==> src/rx_overhead_pkg.sv <==
// Package for the receive overhead capture bank: register indices, field
// positions, reset values and the carrier structs of the framer side.
// Assumes one bank per port, behind an APB slave with 32-bit data.
package rx_overhead_pkg;

   // Printed offsets are register indices; byte address is four times the index
   localparam logic [11:0] IDX_CHANNEL_MONITOR = 12'h060;
   localparam logic [11:0] IDX_DATA_LINK = 12'h062;
   localparam logic [11:0] IDX_BIT_ORIENTED = 12'h063;
   localparam logic [11:0] IDX_CAPTURE_ONE = 12'h064;
   localparam logic [11:0] IDX_CAPTURE_TWO = 12'h065;
   localparam logic [11:0] IDX_CAPTURE_THREE = 12'h066;
   localparam logic [11:0] IDX_INTL_ODD = 12'h067;
   localparam logic [11:0] IDX_REMOTE_ALARM = 12'h068;
   localparam logic [11:0] IDX_SPARE4 = 12'h069;
   localparam logic [11:0] IDX_MONITOR_SELECT = 12'h070;
   localparam logic [11:0] IDX_MASTER_MODE = 12'h080;
   localparam logic [11:0] IDX_CONTROL_ONE = 12'h081;
   localparam logic [11:0] PORT_STRIDE = 12'h200;
   localparam int PORT_COUNT = 8;

   // Field positions
   localparam int MODE_E1_BIT = 0;
   localparam int FRAME_FORMAT_BIT = 5;
   localparam int CRC4_ENABLE_BIT = 3;
   localparam int SI_BIT = 7;
   localparam int REMOTE_ALARM_BIT = 5;
   localparam int SA4_BIT = 4;

   // Widths and reset values
   localparam int CHANNEL_BITS = 8;
   localparam int FS_BITS = 6;
   localparam int SEARCH_COUNT_BITS = 6;
   localparam logic [7:0] BYTE_RESET = 8'h00;
   localparam logic [4:0] SELECT_RESET = 5'h00;

   // Timeslot 0 byte of one E1 frame, with its frame number in the multiframe
   typedef struct packed {
      logic strobe;
      logic [3:0] frame_num;
      logic [7:0] value;
   } ts0_capture_s;

   // E1 synchronizer state as seen by the bank
   typedef struct packed {
      logic crc_mf_hunt;
      logic cas_mf_hunt;
      logic fas_hunt;
      logic search_timeout;
      logic crc_sync_gained;
   } sync_state_s;

endpackage : rx_overhead_pkg

==> src/bit_collector.sv <==
// Serial-to-parallel collector for captured line bits.
// Assumes one bit per strobe cycle; align marks the first bit of a word.
`timescale 1ns/1ps
module bit_collector #(
   parameter int WIDTH = 8,
   parameter bit LSB_FIRST = 1'b1
) (
   input wire logic pclk,
   input wire logic presetn,
   input wire logic bit_strobe,
   input wire logic bit_in,
   input wire logic align,
   output logic [WIDTH-1:0] word,
   output logic word_done
);
   localparam int CW = $clog2(WIDTH + 1);
   logic [WIDTH-1:0] next_word;
   logic [CW-1:0] count;
   logic [CW-1:0] next_count;
   logic next_done;

   initial begin
      if (WIDTH < 2 || WIDTH > 16) $error("bit_collector: WIDTH out of range");
   end

   always_comb begin
      next_word = word;
      next_count = count;
      next_done = 1'b0;
      if (bit_strobe) begin
         // First-received bit ends in bit 0 when LSB first, else last bit does
         if (LSB_FIRST) next_word = {bit_in, word[WIDTH-1:1]};
         else next_word = {word[WIDTH-2:0], bit_in};
         next_count = align ? CW'(1) : count + CW'(1);
         // Done is registered so that word already holds the last bit when it is seen
         next_done = (next_count == CW'(WIDTH));
         if (next_done) next_count = '0;
      end
   end

   always_ff @(posedge pclk or negedge presetn) begin
      if (!presetn) begin
         word <= '0;
         count <= '0;
         word_done <= 1'b0;
      end else begin
         word <= next_word;
         count <= next_count;
         word_done <= next_done;
      end
   end
endmodule : bit_collector

==> src/crc_search_counter.sv <==
// Saturating count of expired CRC-4 multiframe searches.
// Assumes timeout and sync strobes come from the receive synchronizer.
`timescale 1ns/1ps
module crc_search_counter #(
   parameter int WIDTH = 6
) (
   input wire logic pclk,
   input wire logic presetn,
   input wire logic search_timeout,
   input wire logic sync_gained,
   input wire logic crc4_enable,
   output logic [WIDTH-1:0] count
);
   logic [WIDTH-1:0] next_count;

   initial begin
      if (WIDTH < 2) $error("crc_search_counter: WIDTH too small");
   end

   always_comb begin
      next_count = count;
      if (sync_gained || !crc4_enable) next_count = '0;
      else if (search_timeout && count != '1) next_count = count + WIDTH'(1);
   end

   always_ff @(posedge pclk or negedge presetn) begin
      if (!presetn) count <= '0;
      else count <= next_count;
   end
endmodule : crc_search_counter

==> src/rx_overhead_capture_regs.sv <==
// Receive overhead capture bank for one port of the T1/E1 framer.
// Assumes framer-side strobes are synchronous to pclk and one cycle wide.
`timescale 1ns/1ps
module rx_overhead_capture_regs
   import rx_overhead_pkg::*;
#(
   parameter int PORT_INDEX = 1
) (
   input wire logic pclk,
   input wire logic presetn,
   input wire logic psel,
   input wire logic penable,
   input wire logic pwrite,
   input wire logic [15:0] paddr,
   input wire logic [31:0] pwdata,
   input wire logic [3:0] pstrb,
   output logic [31:0] prdata,
   output logic pready,
   output logic pslverr,
   input wire logic line_bit,
   input wire logic line_bit_strobe,
   input wire logic [4:0] line_slot,
   input wire logic line_slot_first,
   input wire logic link_bit_strobe,
   input wire logic fs_bit_strobe,
   input wire logic multiframe_end,
   input wire logic boc_valid,
   input wire logic [5:0] boc_code,
   input wire logic slc_strobe,
   input wire logic [23:0] slc_word,
   input wire rx_overhead_pkg::ts0_capture_s ts0,
   input wire rx_overhead_pkg::sync_state_s sync_state,
   output logic e1_mode,
   output logic d4_framing,
   output logic crc4_enable
);
   import rx_overhead_pkg::*;

   localparam logic [11:0] PORT_BASE = 12'((PORT_INDEX - 1) * 32'h200);

   initial begin
      if (PORT_INDEX < 1 || PORT_INDEX > PORT_COUNT) $error("PORT_INDEX out of range");
   end

   // Index within this port's bank, or an out-of-range value for foreign addresses
   function automatic logic [11:0] local_index(input logic [15:0] addr);
      logic [11:0] rel;
      rel = addr[13:2] - PORT_BASE;
      if (addr[1:0] != 2'b00 || addr[15:14] != 2'b00 || rel >= PORT_STRIDE) rel = 12'hfff;
      return rel;
   endfunction : local_index

   // Stored state
   logic [7:0] channel_monitor;
   logic [7:0] data_link;
   logic [5:0] bit_oriented;
   logic [23:0] slc_link;
   logic [7:0] align_byte;
   logic [7:0] nonalign_byte;
   logic [7:0] intl_even;
   logic [7:0] intl_odd;
   logic [7:0] remote_alarm;
   logic [7:0] spare4;
   logic [4:0] monitor_select;
   logic [7:0] master_mode;
   logic [7:0] control_one;
   logic [7:0] next_channel_monitor;
   logic [7:0] next_data_link;
   logic [5:0] next_bit_oriented;
   logic [23:0] next_slc_link;
   logic [7:0] next_align_byte;
   logic [7:0] next_nonalign_byte;
   logic [7:0] next_intl_even;
   logic [7:0] next_intl_odd;
   logic [7:0] next_remote_alarm;
   logic [7:0] next_spare4;
   logic [4:0] next_monitor_select;
   logic [7:0] next_master_mode;
   logic [7:0] next_control_one;
   logic [31:0] next_prdata;
   logic next_pslverr;

   logic [7:0] monitor_word;
   logic monitor_done;
   logic [7:0] link_word;
   logic link_done;
   logic [5:0] fs_word;
   logic [5:0] search_count;
   logic [7:0] sync_status;
   logic [11:0] idx;
   logic mapped;
   logic setup_phase;
   logic write_now;
   logic [2:0] pair;

   assign e1_mode = master_mode[MODE_E1_BIT];
   assign d4_framing = control_one[FRAME_FORMAT_BIT];
   assign crc4_enable = control_one[CRC4_ENABLE_BIT];
   assign pair = ts0.frame_num[3:1];

   bit_collector #(.WIDTH(CHANNEL_BITS), .LSB_FIRST(1'b0)) u_monitor (
      .pclk(pclk),
      .presetn(presetn),
      .bit_strobe(line_bit_strobe && line_slot == monitor_select),
      .bit_in(line_bit),
      .align(line_slot_first),
      .word(monitor_word),
      .word_done(monitor_done)
   );

   bit_collector #(.WIDTH(CHANNEL_BITS), .LSB_FIRST(1'b1)) u_link (
      .pclk(pclk),
      .presetn(presetn),
      .bit_strobe(link_bit_strobe && !d4_framing),
      .bit_in(line_bit),
      .align(1'b0),
      .word(link_word),
      .word_done(link_done)
   );

   // Fs bits have no word boundary of their own; the multiframe end latches them
   bit_collector #(.WIDTH(FS_BITS), .LSB_FIRST(1'b1)) u_fs (
      .pclk(pclk),
      .presetn(presetn),
      .bit_strobe(fs_bit_strobe && d4_framing),
      .bit_in(line_bit),
      .align(1'b0),
      .word(fs_word),
      .word_done()
   );

   crc_search_counter #(.WIDTH(SEARCH_COUNT_BITS)) u_search (
      .pclk(pclk),
      .presetn(presetn),
      .search_timeout(sync_state.search_timeout),
      .sync_gained(sync_state.crc_sync_gained),
      .crc4_enable(crc4_enable),
      .count(search_count)
   );

   // Live status, never latched, so a read shows the synchronizer this cycle
   assign sync_status = {search_count[5:2], search_count[0],
                         sync_state.crc_mf_hunt,
                         sync_state.cas_mf_hunt,
                         sync_state.fas_hunt};

   // Line-side capture
   always_comb begin
      next_channel_monitor = channel_monitor;
      next_data_link = data_link;
      next_bit_oriented = bit_oriented;
      next_slc_link = slc_link;
      next_align_byte = align_byte;
      next_nonalign_byte = nonalign_byte;
      next_intl_even = intl_even;
      next_intl_odd = intl_odd;
      next_remote_alarm = remote_alarm;
      next_spare4 = spare4;
      if (monitor_done) next_channel_monitor = monitor_word;
      if (!e1_mode && !d4_framing && link_done) next_data_link = link_word;
      if (!e1_mode && d4_framing && multiframe_end) next_data_link = {2'b00, fs_word};
      if (!e1_mode && boc_valid) next_bit_oriented = boc_code;
      if (!e1_mode && slc_strobe) next_slc_link = slc_word;
      if (e1_mode && ts0.strobe) begin
         if (!ts0.frame_num[0]) begin
            next_align_byte = ts0.value;
            next_intl_even[pair] = ts0.value[SI_BIT];
         end else begin
            next_nonalign_byte = ts0.value;
            next_intl_odd[pair] = ts0.value[SI_BIT];
            next_remote_alarm[pair] = ts0.value[REMOTE_ALARM_BIT];
            next_spare4[pair] = ts0.value[SA4_BIT];
         end
      end
   end

   always_ff @(posedge pclk or negedge presetn) begin
      if (!presetn) begin
         channel_monitor <= BYTE_RESET;
         data_link <= BYTE_RESET;
         bit_oriented <= BYTE_RESET[5:0];
         slc_link <= {3{BYTE_RESET}};
         align_byte <= BYTE_RESET;
         nonalign_byte <= BYTE_RESET;
         intl_even <= BYTE_RESET;
         intl_odd <= BYTE_RESET;
         remote_alarm <= BYTE_RESET;
         spare4 <= BYTE_RESET;
      end else begin
         channel_monitor <= next_channel_monitor;
         data_link <= next_data_link;
         bit_oriented <= next_bit_oriented;
         slc_link <= next_slc_link;
         align_byte <= next_align_byte;
         nonalign_byte <= next_nonalign_byte;
         intl_even <= next_intl_even;
         intl_odd <= next_intl_odd;
         remote_alarm <= next_remote_alarm;
         spare4 <= next_spare4;
      end
   end

   // APB slave: read data is taken in the setup cycle so the access phase
   // completes with no wait state while prdata still comes from a flip-flop.
   assign idx = local_index(paddr);
   assign setup_phase = psel && !penable;
   assign write_now = psel && penable && pwrite && pstrb[0];
   assign pready = 1'b1;

   always_comb begin
      next_prdata = prdata;
      next_pslverr = pslverr;
      mapped = 1'b1;
      next_monitor_select = monitor_select;
      next_master_mode = master_mode;
      next_control_one = control_one;
      if (setup_phase) begin
         next_prdata = '0;
         case (idx)
            IDX_CHANNEL_MONITOR: next_prdata[7:0] = channel_monitor;
            IDX_DATA_LINK: next_prdata[7:0] = e1_mode ? sync_status : data_link;
            IDX_BIT_ORIENTED: next_prdata[7:0] = e1_mode ? 8'h00 : {2'b00, bit_oriented};
            IDX_CAPTURE_ONE: next_prdata[7:0] = e1_mode ? align_byte : slc_link[7:0];
            IDX_CAPTURE_TWO: next_prdata[7:0] = e1_mode ? nonalign_byte : slc_link[15:8];
            IDX_CAPTURE_THREE: next_prdata[7:0] = e1_mode ? intl_even : slc_link[23:16];
            IDX_INTL_ODD: next_prdata[7:0] = intl_odd;
            IDX_REMOTE_ALARM: next_prdata[7:0] = remote_alarm;
            IDX_SPARE4: next_prdata[7:0] = spare4;
            IDX_MONITOR_SELECT: next_prdata[7:0] = {3'b000, monitor_select};
            IDX_MASTER_MODE: next_prdata[7:0] = master_mode;
            IDX_CONTROL_ONE: next_prdata[7:0] = control_one;
            default: mapped = 1'b0;
         endcase
         next_pslverr = !mapped;
      end
      // Capture registers have no write path; only the three control bytes take data
      if (write_now && !pslverr) begin
         case (idx)
            IDX_MONITOR_SELECT: next_monitor_select = pwdata[4:0];
            IDX_MASTER_MODE: next_master_mode = pwdata[7:0];
            IDX_CONTROL_ONE: next_control_one = pwdata[7:0];
            default: next_control_one = control_one;
         endcase
      end
   end

   always_ff @(posedge pclk or negedge presetn) begin
      if (!presetn) begin
         prdata <= '0;
         pslverr <= 1'b0;
         monitor_select <= SELECT_RESET;
         master_mode <= BYTE_RESET;
         control_one <= BYTE_RESET;
      end else begin
         prdata <= next_prdata;
         pslverr <= next_pslverr;
         monitor_select <= next_monitor_select;
         master_mode <= next_master_mode;
         control_one <= next_control_one;
      end
   end

   // Checks
   chk_boc_upper_zero: assert property (@(posedge pclk) disable iff (!presetn)
      (psel && penable && !pwrite && idx == IDX_BIT_ORIENTED) |-> prdata[7:6] == 2'b00)
      else $error("code register upper bits not zero");

   chk_status_live: assert property (@(posedge pclk) disable iff (!presetn)
      (setup_phase && idx == IDX_DATA_LINK && e1_mode)
      |=> prdata[7:0] == $past(sync_status))
      else $error("E1 status read not live");

   chk_counter_sat: assert property (@(posedge pclk) disable iff (!presetn)
      (search_count == 6'h3f && crc4_enable && !sync_state.crc_sync_gained)
      |=> search_count == 6'h3f)
      else $error("search counter wrapped");

   chk_counter_step: assert property (@(posedge pclk) disable iff (!presetn)
      (sync_state.search_timeout && crc4_enable && !sync_state.crc_sync_gained
       && search_count != 6'h3f) |=> search_count == $past(search_count) + 6'h01)
      else $error("search counter did not advance");

   chk_counter_clear: assert property (@(posedge pclk) disable iff (!presetn)
      (sync_state.crc_sync_gained || !crc4_enable) |=> search_count == 6'h00)
      else $error("search counter not cleared");

   chk_hunt_bits: assert property (@(posedge pclk) disable iff (!presetn)
      (setup_phase && idx == IDX_DATA_LINK && e1_mode)
      |=> prdata[2:0] == $past({sync_state.crc_mf_hunt, sync_state.cas_mf_hunt,
                                sync_state.fas_hunt}))
      else $error("hunt bits not live");

   chk_d4_link_hold: assert property (@(posedge pclk) disable iff (!presetn)
      (!e1_mode && d4_framing && !multiframe_end) |=> data_link == $past(data_link))
      else $error("D4 link register moved off multiframe end");

   chk_d4_link_load: assert property (@(posedge pclk) disable iff (!presetn)
      (!e1_mode && d4_framing && multiframe_end) |=> data_link == {2'b00, $past(fs_word)})
      else $error("D4 link register missed Fs bits");

   chk_monitor_load: assert property (@(posedge pclk) disable iff (!presetn)
      monitor_done |=> channel_monitor == $past(monitor_word))
      else $error("monitor byte not loaded");

   chk_si_odd: assert property (@(posedge pclk) disable iff (!presetn)
      (e1_mode && ts0.strobe && ts0.frame_num[0])
      |=> intl_odd[$past(pair)] == $past(ts0.value[SI_BIT]))
      else $error("odd frame Si bit misplaced");

   chk_capture_no_write: assert property (@(posedge pclk) disable iff (!presetn)
      (write_now && idx == IDX_SPARE4 && !(e1_mode && ts0.strobe))
      |=> spare4 == $past(spare4))
      else $error("read-only register took a write");

   chk_unmapped_error: assert property (@(posedge pclk) disable iff (!presetn)
      (setup_phase && idx == 12'hfff) |=> pslverr && prdata == 32'h0)
      else $error("foreign address not refused");

endmodule : rx_overhead_capture_regs

==> config.mk <==
export PLATFORM = sky130hd
export DESIGN_NAME = rx_overhead_capture_regs
export DESIGN_NICKNAME = d
export VERILOG_FILES = /design/src/rx_overhead_pkg.sv /design/src/bit_collector.sv /design/src/crc_search_counter.sv /design/src/rx_overhead_capture_regs.sv
export SDC_FILE = /design/constraint.sdc
export NUM_CORES = 1
export LEC_CHECK = 0
export ABC_CLOCK_PERIOD_IN_PS = 2910
export BUFFER_PORTS_ARGS = -buffer_cell sky130_fd_sc_hd__clkbuf_2
export CORE_MARGIN = 5
export CORE_UTILIZATION = 30
export CTS_BUF_LIST = sky130_fd_sc_hd__clkbuf_16
export CTS_CLUSTER_DIAMETER = 40
export CTS_CLUSTER_SIZE = 24
export DETAILED_ROUTE_END_ITERATION = 10
export GPL_ROUTABILITY_DRIVEN = 0
export GPL_TIMING_DRIVEN = 0
export PLACE_DENSITY = 0.53
export SYNTH_ARGS = -nofsm -noshare
export SYNTH_HDL_FRONTEND = slang
export SYNTH_HIERARCHICAL = 1
export SYNTH_SLANG_ARGS = --single-unit
export TNS_END_PERCENT = 100
==> constraint.sdc <==
create_clock -name pclk -period 2.91 [get_ports pclk]
set_input_delay 0 -clock pclk [delete_from_list [all_inputs] [get_ports pclk]]
set_output_delay 0 -clock pclk [all_outputs]
set_load 0.005 [all_outputs]
==> metrics.cfg <==
[sta]
whs_ns=0.0542
fin_crit_sh_pct=87.8
final-hold-violation-count=0
setup_viol=0
rsz0062_at_grt=false
tightest_slew_ns=0.934
fin_skew_ns=0.0149
maxSlewViolCount=0
final.min_clock_period_ns=2.55
maxSlewHeadroom_pct=36.8
fmax_mhz=392

[route]
first_iter_violations=459
dr_total_vias=5980
drc=0
detail_route.wl_per_cell_um=19.1
viasPerCell=4.90
postRouteAntennaNets=0
routed_wl_um=23200
drt_pass1_iterations=5

[global_routing]
antenna_found_initial=0
grt_pass1_wl_um=36100
grt.total_usage_pct=15.4
grt_max_degree=85
grt_pass1_vias=6258
overflow=0

[cells_and_area]
finalInstanceArea_um2=10300
fin_cells=1220
area_delta_synth_final_pct=27.2
largest_reg_flops=24
layout.nets=987
drive_above_1_share_pct=36.2
top_register=slc_link
antenna-diode-count=0

[clock_tree]
cts.sinks=162
cts_tree=built
clk_pin_slew_ns=0.07
clockBufferDepth=2
post_cts_buffers=0
htreeDepth=4
clock_latency_ns=0.44
cts-root-buf=clkbuf_16
cts_made_buffers=17

[worst_setup_path]
critPathRequiredTime_ns=3.23
r2r_slack_ns=0.36
cpMaxStageDelayCell=dfrtp_2
worstPathArrival_ns=2.87
worstSetupPathType=reg -> reg
slowest_delay_ns=0.50
crit_path_max_fanout=10
endpoint_kind=flip-flop
path_cells=buf_4, buf_2, clkbuf_4, nand4_1, nor2_1, mux2_2
crit_path_start_kind=flip-flop

[logic_synthesis]
syn-cell-area_um2=8070
postSynthAreaPerCell_um2=12.0
yosysWarnings=6
syn_inst=674

[placement]
place_area_um2=9110
hpwl_um=17200
dp.cells=1137
port_buffers=95

[floorplanning]
coreArea_um2=26700
ioPinCount=155
start_util_pct=30.2
dieWidth_um=174
die_h_um=174
num_rows=60
die_area_um2=30300

[outcome]
status=complete, no violations

[pwr]
p_leak_nw=4.67
ir_drop_mv=0.401
power_density_nw_per_um2=535

[min_path]
hold_path_class=in -> reg

[run]
drv_cap=0

-- final cells by class --
class | count | area (µm²)
repair buffers | 148 | 1030
well taps | 341 | 427
multi-input cells | 462 | 3690
fillers | 2632 | 16500
inverters | 13 | 48.8
clock inverters | 15 | 196
flip-flops and latches | 162 | 4060
plain buffers | 62 | 395
clock buffers | 17 | 425
-- timing repair --
action / 4_1_cts / 5_1_grt
hold endpoints to repair: 164 / 0
resized for setup: 4 / 3
setup endpoints to repair: 22 / 14
cloned: 0 / 0
hold buffers: 52 / 0
-- cells in the final DEF, fill, tap and decap left out, types with 6 or more instances in the layout --
cell and instances:
dfrtp_1 161, mux2_2 120, clkbuf_2 94, dlygate4sd3_1 52, nand2_1 51, conb_1 28, buf_4 27, mux2i_1 24
nor2_1 22, clkbuf_1 18, clkbuf_16 17, mux2_1 16, a22oi_1 13, inv_1 13, nor3_1 12, a21oi_1 12
buf_2 10, nand3_1 10, nor2b_1 9, o21ai_0 8, a22o_1 8, nor4_1 7, nand2b_1 7, and2_1 6
buf_6 6, nor3_2 6, o22ai_1 6, inv_6 6
-- through the flow --
step	setup WS [ns]	power [W]	TNS (ns)	utilization, %
floorplan	0.711	0.00281	0	-
global placement	-1.27	0.00305	-206.43	34.0
detailed placement	-0.224	0.00306	-2.48	34.1
CTS	0.0251	0.00554	0	38.4
global route	0.135	0.00570	0	38.4
finish	0.356	0.00549	0	38.4
-- critical path: cells and delay by family, from the launching register on --
family                 cells  cell delay (ns)
multiplexers               1             0.37
buffers and inverters      3             0.95
AND/OR/NAND/NOR            2             0.61
flip-flops                 1             0.50
-- power breakdown --
group          leakage (nW)  internal [W]  switching, W
registers              2.12       0.00239     0.0000988
logic                  2.25      0.000303      0.000284
clock network         0.307       0.00138       0.00104
-- worst paths after layout --
path / from / to / depth (start not counted)
setup / recovery: master_mode[0]$_DFFE_PN0P_ / intl_odd[3]$_DFFE_PN0P_ / 6
hold / removal: ts0[10] / intl_even[1]$_DFFE_PN0P_ / 3
max in group asynchronous: presetn / control_one[3]$_DFFE_PN0P_ / 3
min in group asynchronous: presetn / slc_link[7]$_DFFE_PN0P_ / 2
setup reg to reg: master_mode[0]$_DFFE_PN0P_ / intl_odd[3]$_DFFE_PN0P_ / 6
hold reg to reg: align_byte[3]$_DFFE_PN0P_ / align_byte[3]$_DFFE_PN0P_ / 2
-- per-layer routing --
metal | share of wire [%] | global-route usage (%) | vias to the layer above
met1 | 44 | 19.6 | 2983
met2 | 49 | 25.5 | 168
met5 | 0 | 0 | -
met3 | 5.2 | 4.18 | 38
met4 | 2.2 | 5.11 | 0
li1 | - | - | 2791
Note: power is estimated with default switching activity, not from simulation.
